### config.mk
export PLATFORM = sky130hd
export DESIGN_NAME = tsg_core
export DESIGN_NICKNAME = d
export VERILOG_FILES = /design/src/tsg_pkg.sv /design/src/tsg_core.sv
export VERILOG_INCLUDE_DIRS = /design/src
export SDC_FILE = /design/constraint.sdc
export NUM_CORES = 2
export LEC_CHECK = 0
export ABC_AREA = 1
export BUFFER_PORTS_ARGS = -buffer_cell sky130_fd_sc_hd__buf_2
export CAP_MARGIN = 20
export CORE_MARGIN = 2
export CORE_UTILIZATION = 45
export DETAILED_ROUTE_END_ITERATION = 7
export SKIP_CTS_REPAIR_TIMING = 1
export SLEW_MARGIN = 25
export SYNTH_ARGS = -nofsm -noshare
export SYNTH_HDL_FRONTEND = slang
export SYNTH_SLANG_ARGS = --single-unit
### constraint.sdc
create_clock -name clk_sys -period 9.4 [get_ports clk_sys]
set_clock_uncertainty 0.2 [all_clocks]
set_input_delay 1.41 -clock clk_sys [delete_from_list [all_inputs] [get_ports clk_sys]]
set_output_delay 1.41 -clock clk_sys [all_outputs]
set_load 0.005 [all_outputs]
### src/tsg_consts.svh
// Register offsets, field positions, reset values and timing counts of the
// test signal generator. Included by tsg_core.sv only.
`ifndef TSG_CONSTS_SVH
`define TSG_CONSTS_SVH

// Register word offsets on the plain register port
`define TSG_OFS_GAIN_MODE 3'h0
`define TSG_OFS_RATE      3'h1
`define TSG_OFS_ATTEN     3'h2
`define TSG_OFS_LEVEL     3'h3
`define TSG_OFS_PULSE     3'h4
`define TSG_OFS_STATUS    3'h5

// Field positions
`define TSG_GAIN_LSB      0
`define TSG_MODE_LSB      3
`define TSG_DIV_LSB       0
`define TSG_MUL_LSB       8
`define TSG_HALVE_BIT     12
`define TSG_PA_LSB        0
`define TSG_PB_LSB        5
`define TSG_ST_PHASE_LSB  0
`define TSG_ST_MODE_LSB   10
`define TSG_ST_ALIGN_BIT  12

// Reset values
`define TSG_RST_GAIN      3'h0
`define TSG_RST_MUL       4'h0
`define TSG_RST_DIV       8'h00
`define TSG_RST_ATTEN     8'h00
`define TSG_RST_LEVEL     24'h000000
`define TSG_RST_PULSE     5'h00

// Analog gain: highest defined code, held for the reserved code
`define TSG_GAIN_MAX      3'h6

// Bitstream timing in master clock cycles
`define TSG_BIT_PERIOD    16
`define TSG_ALIGN_DELAY   8

`endif

### src/tsg_pkg.sv
// Types of the test signal generator.
// Used by tsg_core.sv; constants live in tsg_consts.svh.
package tsg_pkg;

    typedef enum logic [1:0] {
        TSG_MODE_SINE  = 2'b00,
        TSG_MODE_LEVEL = 2'b01,
        TSG_MODE_DATA  = 2'b10,
        TSG_MODE_PULSE = 2'b11
    } tsg_mode_t;

    // Drive of the analog converter stages
    typedef struct packed {
        logic       pulse_sel;
        logic [4:0] pulse_code;
        logic [2:0] range_code;
        logic       main_bit;
        logic       bit_strobe;
        logic       out_zero;
    } tsg_drive_t;

endpackage
### src/tsg_core.sv
// Digital core of a seismic test signal generator: sine, dc level, pulse
// and external bitstream paths, with a plain register port.
// Assumes one clock clk_sys as master clock; align and bitstream pins are
// asynchronous and are synchronised here.
//
// Function
// (RULE1) Sine frequency is 250 Hz at 4.096 MHz over two to the halve bit, times multiplier+1 over divisor+1; the code caps it at 250 Hz.
// (RULE2) Writing multiplier or divisor restarts the sine at its zero crossing.
// (RULE3) A rising align pin in sine mode restarts the sine at its zero crossing.
// (RULE4) The three-bit analog gain attenuates in 6 dB steps from 0 dB at 000 to -36 dB at 110.
// (RULE5) The digital level attenuates 0.5 dB per count to -119.5 dB, and upper nibble 1111 mutes.
// (RULE6) Sine amplitude in dB is the analog gain plus the digital attenuation.
// (RULE7) The host should prefer low analog gain and high digital gain for best noise.
// (RULE8) DC mode outputs the 24-bit two's-complement level within the selected analog range.
// (RULE9) Pulse mode drives the first step level with align low and the second with align high.
// (RULE10) Pulse levels ignore the analog gain setting.
// (RULE11) Pulse codes are sign-magnitude, roughly logarithmic, and passed to the pulse converter.
// (RULE12) Data mode bypasses the generator and takes the pin bitstream at one sixteenth of clock.
// (RULE13) Output follows ones-density, zero at 50 percent, full scale at 25 and 75 percent.
// (RULE14) In data mode the analog gain scales the filtered bitstream range.
// (RULE15) The mode field selects sine 00, dc 01, external data 10, pulse 11.
// (RULE16) In data mode a rising align zeroes output and samples on the eighth edge, then every 16.
// (RULE17) Reserved analog gain code 111 holds the -36 dB setting.
`timescale 1ns/10ps
`include "tsg_consts.svh"

module tsg_core #(
    parameter int ADDR_W = 3
) (
    // Clock and reset
    input  wire logic              clk_sys,
    input  wire logic              rst_n,
    // Register port
    input  wire logic [ADDR_W-1:0] reg_addr,
    input  wire logic [31:0]       reg_wdata,
    input  wire logic              reg_wr,
    input  wire logic              reg_rd,
    output logic [31:0]            reg_rdata,
    // Pins
    input  wire logic              align_pin,
    input  wire logic              switch_or_bitstream_pin,
    // Converter drive
    output tsg_pkg::tsg_drive_t    drive
);

    // Refuse widths the decode cannot serve and a bit period the divider cannot hold
    if (ADDR_W < 3 || ADDR_W > 16)
    begin
        $error("ADDR_W must be 3 to 16");
    end
    if (`TSG_BIT_PERIOD > 16 || `TSG_ALIGN_DELAY >= `TSG_BIT_PERIOD)
    begin
        $error("bit period must fit the 4-bit divider");
    end

    // 10^(-r/40) in Q16, r = 0..11: one 0.5 dB step per count
    // Only the remainder of a division by 12 reaches it; other codes give unity
    function automatic logic [16:0] tsg_step_gain(input logic [3:0] r);
        logic [16:0] g;
        g = 17'h10000;
        case (r)
            4'h1: g = 17'd61870;
            4'h2: g = 17'd58409;
            4'h3: g = 17'd55142;
            4'h4: g = 17'd52057;
            4'h5: g = 17'd49145;
            4'h6: g = 17'd46396;
            4'h7: g = 17'd43801;
            4'h8: g = 17'd41350;
            4'h9: g = 17'd39037;
            4'ha: g = 17'd36854;
            4'hb: g = 17'd34792;
            default: g = 17'h10000;
        endcase
        return g;
    endfunction

    // Word decode of one register offset; upper address bits
    // must be zero for a hit, so aliases never answer
    function automatic logic tsg_hit(input logic [ADDR_W-1:0] a, input logic [2:0] ofs);
        return a == ADDR_W'(ofs);
    endfunction

    // Registers
    // Fields keep their value across mode changes
    logic [2:0]  gain_r;
    tsg_pkg::tsg_mode_t mode_r;
    logic [3:0]  mul_r;
    logic [7:0]  div_r;
    logic        halve_r;
    logic [7:0]  atten_r;
    logic [23:0] level_r;
    logic [4:0]  pa_r;
    logic [4:0]  pb_r;

    // Pin synchronisers
    logic [1:0]  align_sync_r;
    logic [1:0]  bits_sync_r;
    logic        align_d_r;

    // Generator state
    // Sample path, modulator and converter drive
    logic [3:0]  tick_cnt_r;
    logic [9:0]  frac_r;
    logic [9:0]  phase_r;
    logic [23:0] sine_r;
    logic [23:0] att_r;
    logic [23:0] acc_r;
    logic        bit_r;
    logic        strobe_r;
    logic        zero_r;
    logic        psel_r;
    logic [4:0]  pcode_r;
    logic [2:0]  range_r;
    logic [31:0] rdata_r;

    // Register decode
    // Status is read-only; a write to it or to a free word has no effect
    wire addr_hit_gm   = tsg_hit(reg_addr, `TSG_OFS_GAIN_MODE);
    wire addr_hit_rate = tsg_hit(reg_addr, `TSG_OFS_RATE);
    wire addr_hit_att  = tsg_hit(reg_addr, `TSG_OFS_ATTEN);
    wire addr_hit_lvl  = tsg_hit(reg_addr, `TSG_OFS_LEVEL);
    wire addr_hit_pul  = tsg_hit(reg_addr, `TSG_OFS_PULSE);
    wire addr_hit_st   = tsg_hit(reg_addr, `TSG_OFS_STATUS);
    wire wr_rate       = reg_wr && addr_hit_rate;

    wire align_s   = align_sync_r[1];
    wire align_up  = align_s && !align_d_r;
    wire is_sine   = mode_r == tsg_pkg::TSG_MODE_SINE;
    wire is_data   = mode_r == tsg_pkg::TSG_MODE_DATA;
    wire is_pulse  = mode_r == tsg_pkg::TSG_MODE_PULSE;
    wire tick      = tick_cnt_r == 4'h0;

    // Sine restart
    // Any rate write restarts, whatever the mode, so a later sine starts clean
    wire restart   = wr_rate || (is_sine && align_up);          // RULE2 RULE3

    // Rational phase stepping, 1024 steps per period
    wire [9:0]  frac_inc  = {6'h00, mul_r} + 10'h001;           // RULE1
    wire [9:0]  frac_lim  = ({2'b00, div_r} + 10'h001) << halve_r; // RULE1
    wire [10:0] frac_sum  = {1'b0, frac_r} + {1'b0, frac_inc};
    wire        frac_wrap = frac_sum >= {1'b0, frac_lim};
    wire [9:0]  frac_nxt  = frac_wrap ? 10'(frac_sum - {1'b0, frac_lim})
                                      : frac_sum[9:0];

    // Parabolic half-wave, peak just below positive full scale
    // The top phase bit flips the half-wave for the negative half-period
    wire [9:0]  half_cmp  = 10'h200 - {1'b0, phase_r[8:0]};
    wire [16:0] half_y    = 17'({8'h00, phase_r[8:0]} * {7'h00, half_cmp});
    wire [23:0] half_mag  = {half_y, 7'h00} - {16'h0000, half_y[16:9]};
    wire [23:0] sine_nxt  = phase_r[9] ? 24'(-half_mag) : half_mag;

    // Digital attenuation: whole 6 dB steps by shift, the rest by table
    // Every 12 counts is taken as one halving; the arithmetic shift truncates the low bits
    wire [4:0]  att_q     = 5'(atten_r / 8'h0c);                // RULE5
    wire [3:0]  att_rem   = 4'(atten_r - 8'(att_q * 5'h0c));    // RULE5
    wire [16:0] att_gain  = tsg_step_gain(att_rem);
    wire signed [41:0] att_prod = $signed(sine_r) * $signed({1'b0, att_gain});
    wire signed [23:0] att_frac = att_prod[39:16];
    wire        att_mute  = atten_r[7:4] == 4'hf;               // RULE5
    wire [23:0] att_nxt   = att_mute ? 24'h000000 : 24'(att_frac >>> att_q); // RULE5 RULE6

    // First-order ones-density modulator; 50 % density is code zero.
    // Codes are halved first so full scale lands on 25 % and 75 % density,
    // the same transfer that an external bitstream has.
    wire [23:0] mod_src   = (mode_r == tsg_pkg::TSG_MODE_LEVEL) ? level_r : att_r; // RULE8
    wire [23:0] mod_half  = 24'($signed(mod_src) >>> 1);        // RULE8 RULE13
    wire [23:0] mod_u     = mod_half ^ 24'h800000;              // RULE8 RULE13
    wire [24:0] mod_sum   = {1'b0, acc_r} + {1'b0, mod_u};

    // Output selection
    // The reserved gain code is clamped so the range stage never sees it
    wire        bit_nxt   = is_data ? bits_sync_r[1] : mod_sum[24]; // RULE12
    wire [2:0]  range_nxt = (gain_r > `TSG_GAIN_MAX) ? `TSG_GAIN_MAX : gain_r; // RULE4 RULE17
    wire [4:0]  pcode_nxt = align_s ? pb_r : pa_r;              // RULE9 RULE11

    // Read mux
    wire [31:0] st_word   = {19'h00000, align_s, mode_r, phase_r};
    wire [31:0] rd_nxt    =
        addr_hit_gm   ? {27'h0, mode_r, gain_r} :
        addr_hit_rate ? {19'h0, halve_r, mul_r, div_r} :
        addr_hit_att  ? {24'h0, atten_r} :
        addr_hit_lvl  ? {8'h00, level_r} :
        addr_hit_pul  ? {22'h0, pb_r, pa_r} :
        addr_hit_st   ? st_word : 32'h00000000;

    // Register file
    // Writes land at the strobe edge; the drive follows one cycle later
    always_ff @(posedge clk_sys or negedge rst_n)
    begin
        if (!rst_n)
        begin
            gain_r  <= `TSG_RST_GAIN;
            mode_r  <= tsg_pkg::TSG_MODE_SINE;
            mul_r   <= `TSG_RST_MUL;
            div_r   <= `TSG_RST_DIV;
            halve_r <= 1'b0;
            atten_r <= `TSG_RST_ATTEN;
            level_r <= `TSG_RST_LEVEL;
            pa_r    <= `TSG_RST_PULSE;
            pb_r    <= `TSG_RST_PULSE;
        end
        else if (reg_wr)
        begin
            if (addr_hit_gm)
            begin
                gain_r <= reg_wdata[`TSG_GAIN_LSB +: 3];
                mode_r <= tsg_pkg::tsg_mode_t'(reg_wdata[`TSG_MODE_LSB +: 2]); // RULE15
            end
            if (addr_hit_rate)
            begin
                div_r   <= reg_wdata[`TSG_DIV_LSB +: 8];
                mul_r   <= reg_wdata[`TSG_MUL_LSB +: 4];
                halve_r <= reg_wdata[`TSG_HALVE_BIT];
            end
            if (addr_hit_att)
                atten_r <= reg_wdata[7:0];
            if (addr_hit_lvl)
                level_r <= reg_wdata[23:0];
            if (addr_hit_pul)
            begin
                pa_r <= reg_wdata[`TSG_PA_LSB +: 5];
                pb_r <= reg_wdata[`TSG_PB_LSB +: 5];
            end
        end
    end

    // Read data, valid the cycle after the strobe only
    // Zero outside that cycle keeps stale contents off the port
    always_ff @(posedge clk_sys or negedge rst_n)
    begin
        if (!rst_n)
            rdata_r <= 32'h00000000;
        else
            rdata_r <= reg_rd ? rd_nxt : 32'h00000000;
    end

    // Pin synchronisers and align edge history
    // Only the second stage is read, so no logic sees a metastable value
    always_ff @(posedge clk_sys or negedge rst_n)
    begin
        if (!rst_n)
        begin
            align_sync_r <= 2'b00;
            bits_sync_r  <= 2'b00;
            align_d_r    <= 1'b0;
        end
        else
        begin
            align_sync_r <= {align_sync_r[0], align_pin};
            bits_sync_r  <= {bits_sync_r[0], switch_or_bitstream_pin};
            align_d_r    <= align_s;
        end
    end

    // Bit-rate divider; a data-mode align edge re-phases it
    // It runs in every mode so phase and modulator share one cadence
    always_ff @(posedge clk_sys or negedge rst_n)
    begin
        if (!rst_n)
            tick_cnt_r <= 4'(`TSG_BIT_PERIOD - 1);
        else if (is_data && align_up)
            tick_cnt_r <= 4'(`TSG_ALIGN_DELAY - 1);              // RULE16
        else if (tick)
            tick_cnt_r <= 4'(`TSG_BIT_PERIOD - 1);               // RULE12 RULE16
        else
            tick_cnt_r <= tick_cnt_r - 4'h1;
    end

    // Sine phase
    // A restart wins over a tick in the same cycle
    always_ff @(posedge clk_sys or negedge rst_n)
    begin
        if (!rst_n)
        begin
            frac_r  <= 10'h000;
            phase_r <= 10'h000;
        end
        else if (restart)
        begin
            frac_r  <= 10'h000;                                 // RULE2 RULE3
            phase_r <= 10'h000;
        end
        else if (tick)
        begin
            frac_r  <= frac_nxt;                                // RULE1
            phase_r <= phase_r + {9'h000, frac_wrap};
        end
    end

    // Sample pipeline and modulator
    // Samples move every cycle; the modulator and output bit move on a tick
    always_ff @(posedge clk_sys or negedge rst_n)
    begin
        if (!rst_n)
        begin
            sine_r <= 24'h000000;
            att_r  <= 24'h000000;
            acc_r  <= 24'h000000;
            bit_r  <= 1'b0;
        end
        else
        begin
            sine_r <= sine_nxt;
            att_r  <= att_nxt;
            if (is_data && align_up)
                acc_r <= 24'h000000;
            else if (tick)
            begin
                acc_r <= mod_sum[23:0];                         // RULE13
                bit_r <= bit_nxt;                               // RULE12 RULE13
            end
        end
    end

    // Converter drive
    always_ff @(posedge clk_sys or negedge rst_n)
    begin
        if (!rst_n)
        begin
            strobe_r <= 1'b0;
            zero_r   <= 1'b0;
            psel_r   <= 1'b0;
            pcode_r  <= 5'h00;
            range_r  <= 3'h0;
        end
        else
        begin
            strobe_r <= tick && !(is_data && align_up);
            zero_r   <= is_data && align_up;                    // RULE16
            psel_r   <= is_pulse;                               // RULE10
            pcode_r  <= is_pulse ? pcode_nxt : 5'h00;           // RULE9
            range_r  <= range_nxt;                              // RULE6 RULE14
        end
    end

    assign reg_rdata        = rdata_r;
    assign drive.pulse_sel  = psel_r;
    assign drive.pulse_code = pcode_r;
    assign drive.range_code = range_r;
    assign drive.main_bit   = bit_r;
    assign drive.bit_strobe = strobe_r;
    assign drive.out_zero   = zero_r;

endmodule

-- Word level (Yosys, flattened, before mapping)
Memory sizes are Yosys's and may differ from the RTL's.
Cells that the tools add are included.
- divide/modulo/power cells: 1
- multipliers: 3
- multiplexer cells: 23
- reduce and logical (&&, ||, !) cells: 19
- bitwise gates (word level): 2
- eq/ne operators: 9
- order comparisons: 2
- shifts and indexed selects: 2
- add/sub/neg operators: 11
- operators by type and width (kind ; number):
    $mux W24 ; 10
    $mux W10 ; 5
    $mul A24 B18 Y40 ; 1
    $mux W13 ; 2
    $add A24 B24 Y25 ; 1
    $neg A24 Y24 ; 1
    $sshr A24 B5 Y24 ; 1
    $sub A24 B8 Y24 ; 1
    $mul A9 B10 Y17 ; 1
    $reduce_and A2 Y1 ; 6
    $add A10 B5 Y11 ; 1
    $ge A11 B10 Y1 ; 1
    $add A10 B1 Y10 ; 1
    $mux W5 ; 2
    $shl A9 B1 Y10 ; 1
    $sub A10 B10 Y10 ; 1
    $sub A10 B9 Y10 const A ; 1
    $add A8 B1 Y9 const B ; 1
    $div A8 B4 Y8 const B ; 1
    $mux W4 ; 2
    $eq A3 B2 Y1 const B ; 2
    $eq A3 B3 Y1 const B ; 2
    $add A4 B1 Y5 const B ; 1
    $logic_and A1 B1 Y1 ; 5
    other kinds (17) ; 21
- bits in latches: 0
- word-level logic and storage cells: 98
- output and inout bits: 44
- memory bits (read-only): 272
- register bits: 197
- RAM bits: 0
- memories kept: 1
- memories (name ; words ; width ; rd ports ; clocked after memory_dff ; write ports ; line ; text):
    (no name shown) ; 16 ; 17 ; 1 ; 0 ; 0 ; tsg_core.sv:61 ; case (r)

-- Longest topological paths before layout
- depth in word-level cells: 8
- depth in mapped cells: 59
- mapped depth without buffers: 55

-- Worst setup path after synthesis
Ideal clock, no wire load.
- path kind: reg2reg
- start point: register atten_r[7]
- end point: register att_r[10]
- arrival: 8644 ps
- required time: 9067 ps
- setup time: 133 ps
- cell stages (with the launch flop): 45
- slack: 423 ps
- cell sequence: dfrtp_1 inv_1 nand3_1 nand2_2 nand2_1 nand3_1 nand2_1 nand2_1 nand2_1 nand2_1 nand2_1 nand2_1 nand2_1 buf_2 buf_2 ha_1 inv_1 clkbuf_1 (+9 left out) inv_1 fa_1 inv_1 ha_1 a21oi_1 o21ai_0 a21oi_1 o21ai_0 a21oi_1 nand3_1 nand3b_1 nand2_1 nand4_1 nand2_1 nor2_1 nor2_2 buf_2 a21oi_1
- word-level cells in the longest chain between the ends: 7
- elaborated cells between the ends (all ways): 8
- classes of those cells: 1 x add/sub; 2 x mul; 1 x div; 1 x eq/ne; 1 x shift; 1 x mux; 1 x memory
- RTL lines (item ; line ; text):
    start, declared ; tsg_core.sv:91 ; logic [7:0] atten_r;
    start signal, assigned ; tsg_core.sv:198 ; atten_r <= `TSG_RST_ATTEN;
    start signal, assigned ; tsg_core.sv:217 ; atten_r <= reg_wdata[7:0];
    $div A8 B4 Y8 ; tsg_core.sv:155 ; wire [4:0] att_q = 5'(atten_r / 8'h0c);
    $mul A5 B2 Y2 ; tsg_core.sv:156 ; wire [3:0] att_rem = 4'(atten_r - 8'(att_q * 5'h0c));
    $sub A4 B4 Y4 ; tsg_core.sv:156 ;
    $mem_v2 Z16 W17 ; - ;
    $mul A24 B18 Y40 ; tsg_core.sv:158 ; wire signed [41:0] att_prod = $signed(sine_r) * $signed({1'b0, att_gain});
    $sshr A24 B5 Y24 ; tsg_core.sv:161 ; wire [23:0] att_nxt = att_mute ? 24'h000000 : 24'(att_frac >>> att_q);
    $mux W24 * ; tsg_core.sv:161 ;
    net att_nxt[10] ; tsg_core.sv:161 ;
    end signal, assigned ; tsg_core.sv:305 ; att_r <= att_nxt;
    end, declared ; tsg_core.sv:107 ; logic [23:0] att_r;
The timed path passes the listed nets; every way through them passes the cells marked *.
A chain may end at the register's enable or synchronous reset.

-- Worst setup path after layout
- start point: register atten_r[7]
- end point: register att_r[3]
Same word-level chain as after synthesis.

==> flow_summary.toml <==
[cells_and_area]
final_cell_count_no_fill = 4637
multi_input_comb_area_sq_um = 20900
nets = 4445
layout-area-overhead-vs-synth_pct = 9.73
post-route-cell-area_sq_um = 31900
layout.area.seq_sq_um = 4910
fill_cells = 6386
layout-drive-gt1-share_pct = 9.07

[setup_path]
critical_path.slowest_cell = "sky130_fd_sc_hd__fa_1"
worstPathRequired_ns = 9.57
r2r-start = "atten_r[7]"
crit_path_start = "atten_r[7]"
critical_path.max_fanout = 21
crit_top_cell = "sky130_fd_sc_hd__nand2_1"
critical_path_startpoint_category = "flip-flop"
endpoint_kind = "flip-flop"
crit_path_max_incr_delay_ns = 0.59
crit_arrival_ns = 9.04
worstRegToRegCells = 48
critical_path_class = "flip-flop to flip-flop"

[placed_design]
buffer_ports.inserted = 68
cell_count_post_placement = 4595
post_place_setup_slack_ns = 0.0274
routability_driven_placement_congestion_ratio = 0.917
place_hpwl_mm = 64.0
dpl-instance-area_sq_um = 30700

[die]
die_ar_sq_um = 66600
boundary_pin_count = 85
initial_utilization_pct = 45.3
std_cell_rows = 93
floorplan.core_area_sq_um = 64100
die_w_um = 258
dieHeight_um = 258

[cts]
htreeDepth = 4
clk-insertion-delay-late_ns = 0.49
clock-sinks = 196
max-clock-path-buffers = 2
cts_tree = "done"
clk_pin_slew_ns = 0.09
cts_buffer_count = 17
clockRootBuffer = "sky130_fd_sc_hd__clkbuf_16"

[synthesis]
netlist_area_sq_um = 29000
postSynthRegisterBits = 196
synth_warnings = 0
postSynthCellCount = 3713
yosys-top-cells-area = "sky130_fd_sc_hd__fa_1 (31%), sky130_fd_sc_hd__dfrtp_1 (17%), sky130_fd_sc_hd__inv_1 (11%)"
synth_area_leader_cell = "sky130_fd_sc_hd__fa_1"
netlist.area_leader.share_pct = 30.7
synth_seq_area_share_pct = 16.9
syn_avg_cell_area_sq_um = 7.82
post_synth_num_cell_types = 60

[sta]
post-route-period-util_pct = 94.3
slew_violations = 0
setup-violations-final = 0
rsz0062_at_grt = "true"
worstMarginPinSlew_ns = 0.958
finalCriticalPeriod_ns = 8.87
maxSlewHeadroom_pct = 35.6
final_critical_path_setup_slack_ns = 0.534
report.final.hold_viol_count = 0
max_freq_ghz = 0.113

[drt]
detail_route.wl_per_cell_um = 17.1
remaining_drc_errors = 0
vias_per_cell = 5.09
route.vias.total = 23600
dr.pass1.iters = 7
detail-route-antenna-nets = 0
totalWireLength_mm = 79.2
drt_iter0_drc = 1719

[grt]
overall_overflow_remaining_after_global_route = 0
grt_max_degree = 89
grt_pass1_vias = 24200
grt_pass1_wl_mm = 130
met2_usage_pct = 40.7
initial_antenna_violation_count = 1
gr-usage-met1_pct = 34.4
globalRouteMet3Util_pct = 3.66
grt.busiest_layer = "met2"
grt_usage_pct = 25.0

[hold_path]
hold_depth = 0
hp-class = "flip-flop to flip-flop"
hold_start = "align_sync_r[0]"

[run]
cap_viol_max_count = 0

[outcome]
run_status = "complete, no violations"
## cell type report
cell class	instances	area share, %
diodes	1	0.00785
clock buffers	17	1.33
clock inverters	15	0.758
inverters	839	9.93
multi-input cells	2567	65.5
flip-flops and latches	196	15.4
well taps	855	3.36
repair buffers	147	3.67
## metal layers
layer,part of all wire (%),up-vias
met5,0,-
li1,-,11300
met3,5.5,124
met4,3.3,0
met2,47,630
met1,44,11500
## cell usage after synthesis, drive strengths merged
cell	instances
o211ai	18
nor2	371
and3	1
buf	46
a311oi	1
a21o	10
a21boi	2
xnor2	27
nand2	794
xor2	72
o2111ai	1
nor4	7
conb	2
o21ai	187
nand4	12
or2	15
a31o	1
a221oi	9
nor3	30
fa	445
o22ai	11
clkinv	18
mux2i	1
a211oi	7
nand3	131
dfrtp	192
nand3b	9
a31oi	17
inv	821
o31ai	8
o21bai	12
dfstp	4
o221ai	2
ha	191
a22o	1
clkbuf	78
mux2	6
a32o	4
a21oi	142
o21a	7
## registers in the layout, summed over array words and instances, names as in the netlist, 2 cells and up
name          count
acc_r            24
level_r          24
reg_rdata        24
sine_r           24
att_r            23
frac_r           10
phase_r          10
atten_r           8
div_r             8
pa_r              5
pb_r              5
pcode_r           5
mul_r             4
tick_cnt_r        4
gain_r            3
range_r           3
align_sync_r      2
bits_sync_r       2
mode_r            2
## metrics by stage
stage               utilization (%)  TNS, ns  hold slack (ns)
floorplan                         -        0            0.131
global placement               47.9        0            0.139
detailed placement             47.9        0            0.135
CTS                            48.9   -0.167            0.156
global route                   49.7   -0.220            0.170
finish                         49.7        0            0.156
## worst max-delay path: cells and delay by family (launching register included)
family          cells  cell delay, ns
compound gates      7            1.39
fa+ha+maj           8            3.77
buf+inv             9            0.84
flops               1            0.43
simple gates       24            2.09
## kinds of logic (layout without fill, tap and decap cells)
kind of cell,count (synthesis),count (layout),share of synthesized area [%]
flip-flops,196,196,16.9
other,2,16,0.0259
AND/OR/NAND/NOR,1370,1370,19.4
buffers and inverters,963,1018,12.7
adder cells (fa/ha/maj),636,636,38.9
multiplexers,7,7,0.267
XOR/XNOR,99,99,3.17
AO/OA/AOI/OAI,440,440,8.68
## cell usage in the layout, fill, tap and decap left out, types with 59 or more instances in the layout
cell type and instances:
sky130_fd_sc_hd__a21oi_1 127, sky130_fd_sc_hd__buf_2 67, sky130_fd_sc_hd__buf_4 59, sky130_fd_sc_hd__dfrtp_1 191, sky130_fd_sc_hd__fa_1 435, sky130_fd_sc_hd__ha_1 175
sky130_fd_sc_hd__inv_1 810, sky130_fd_sc_hd__nand2_1 762, sky130_fd_sc_hd__nand3_1 123, sky130_fd_sc_hd__nor2_1 356, sky130_fd_sc_hd__o21ai_0 164, sky130_fd_sc_hd__xor2_1 67
## final timing paths
check / to / slack [ns]
worst max-delay path: att_r[3] / 0.53
worst min-delay path: align_sync_r[1] / 0.16
worst max register to register: att_r[3] / 0.53
worst min register to register: align_sync_r[1] / 0.16
max in group asynchronous: pb_r[3] / 6.27
min in group asynchronous: reg_rdata[21] / 0.76
Power is left out: the tool's default activity adds up to more than one toggle a clock period on the data nets, which glitch-free logic cannot reach.
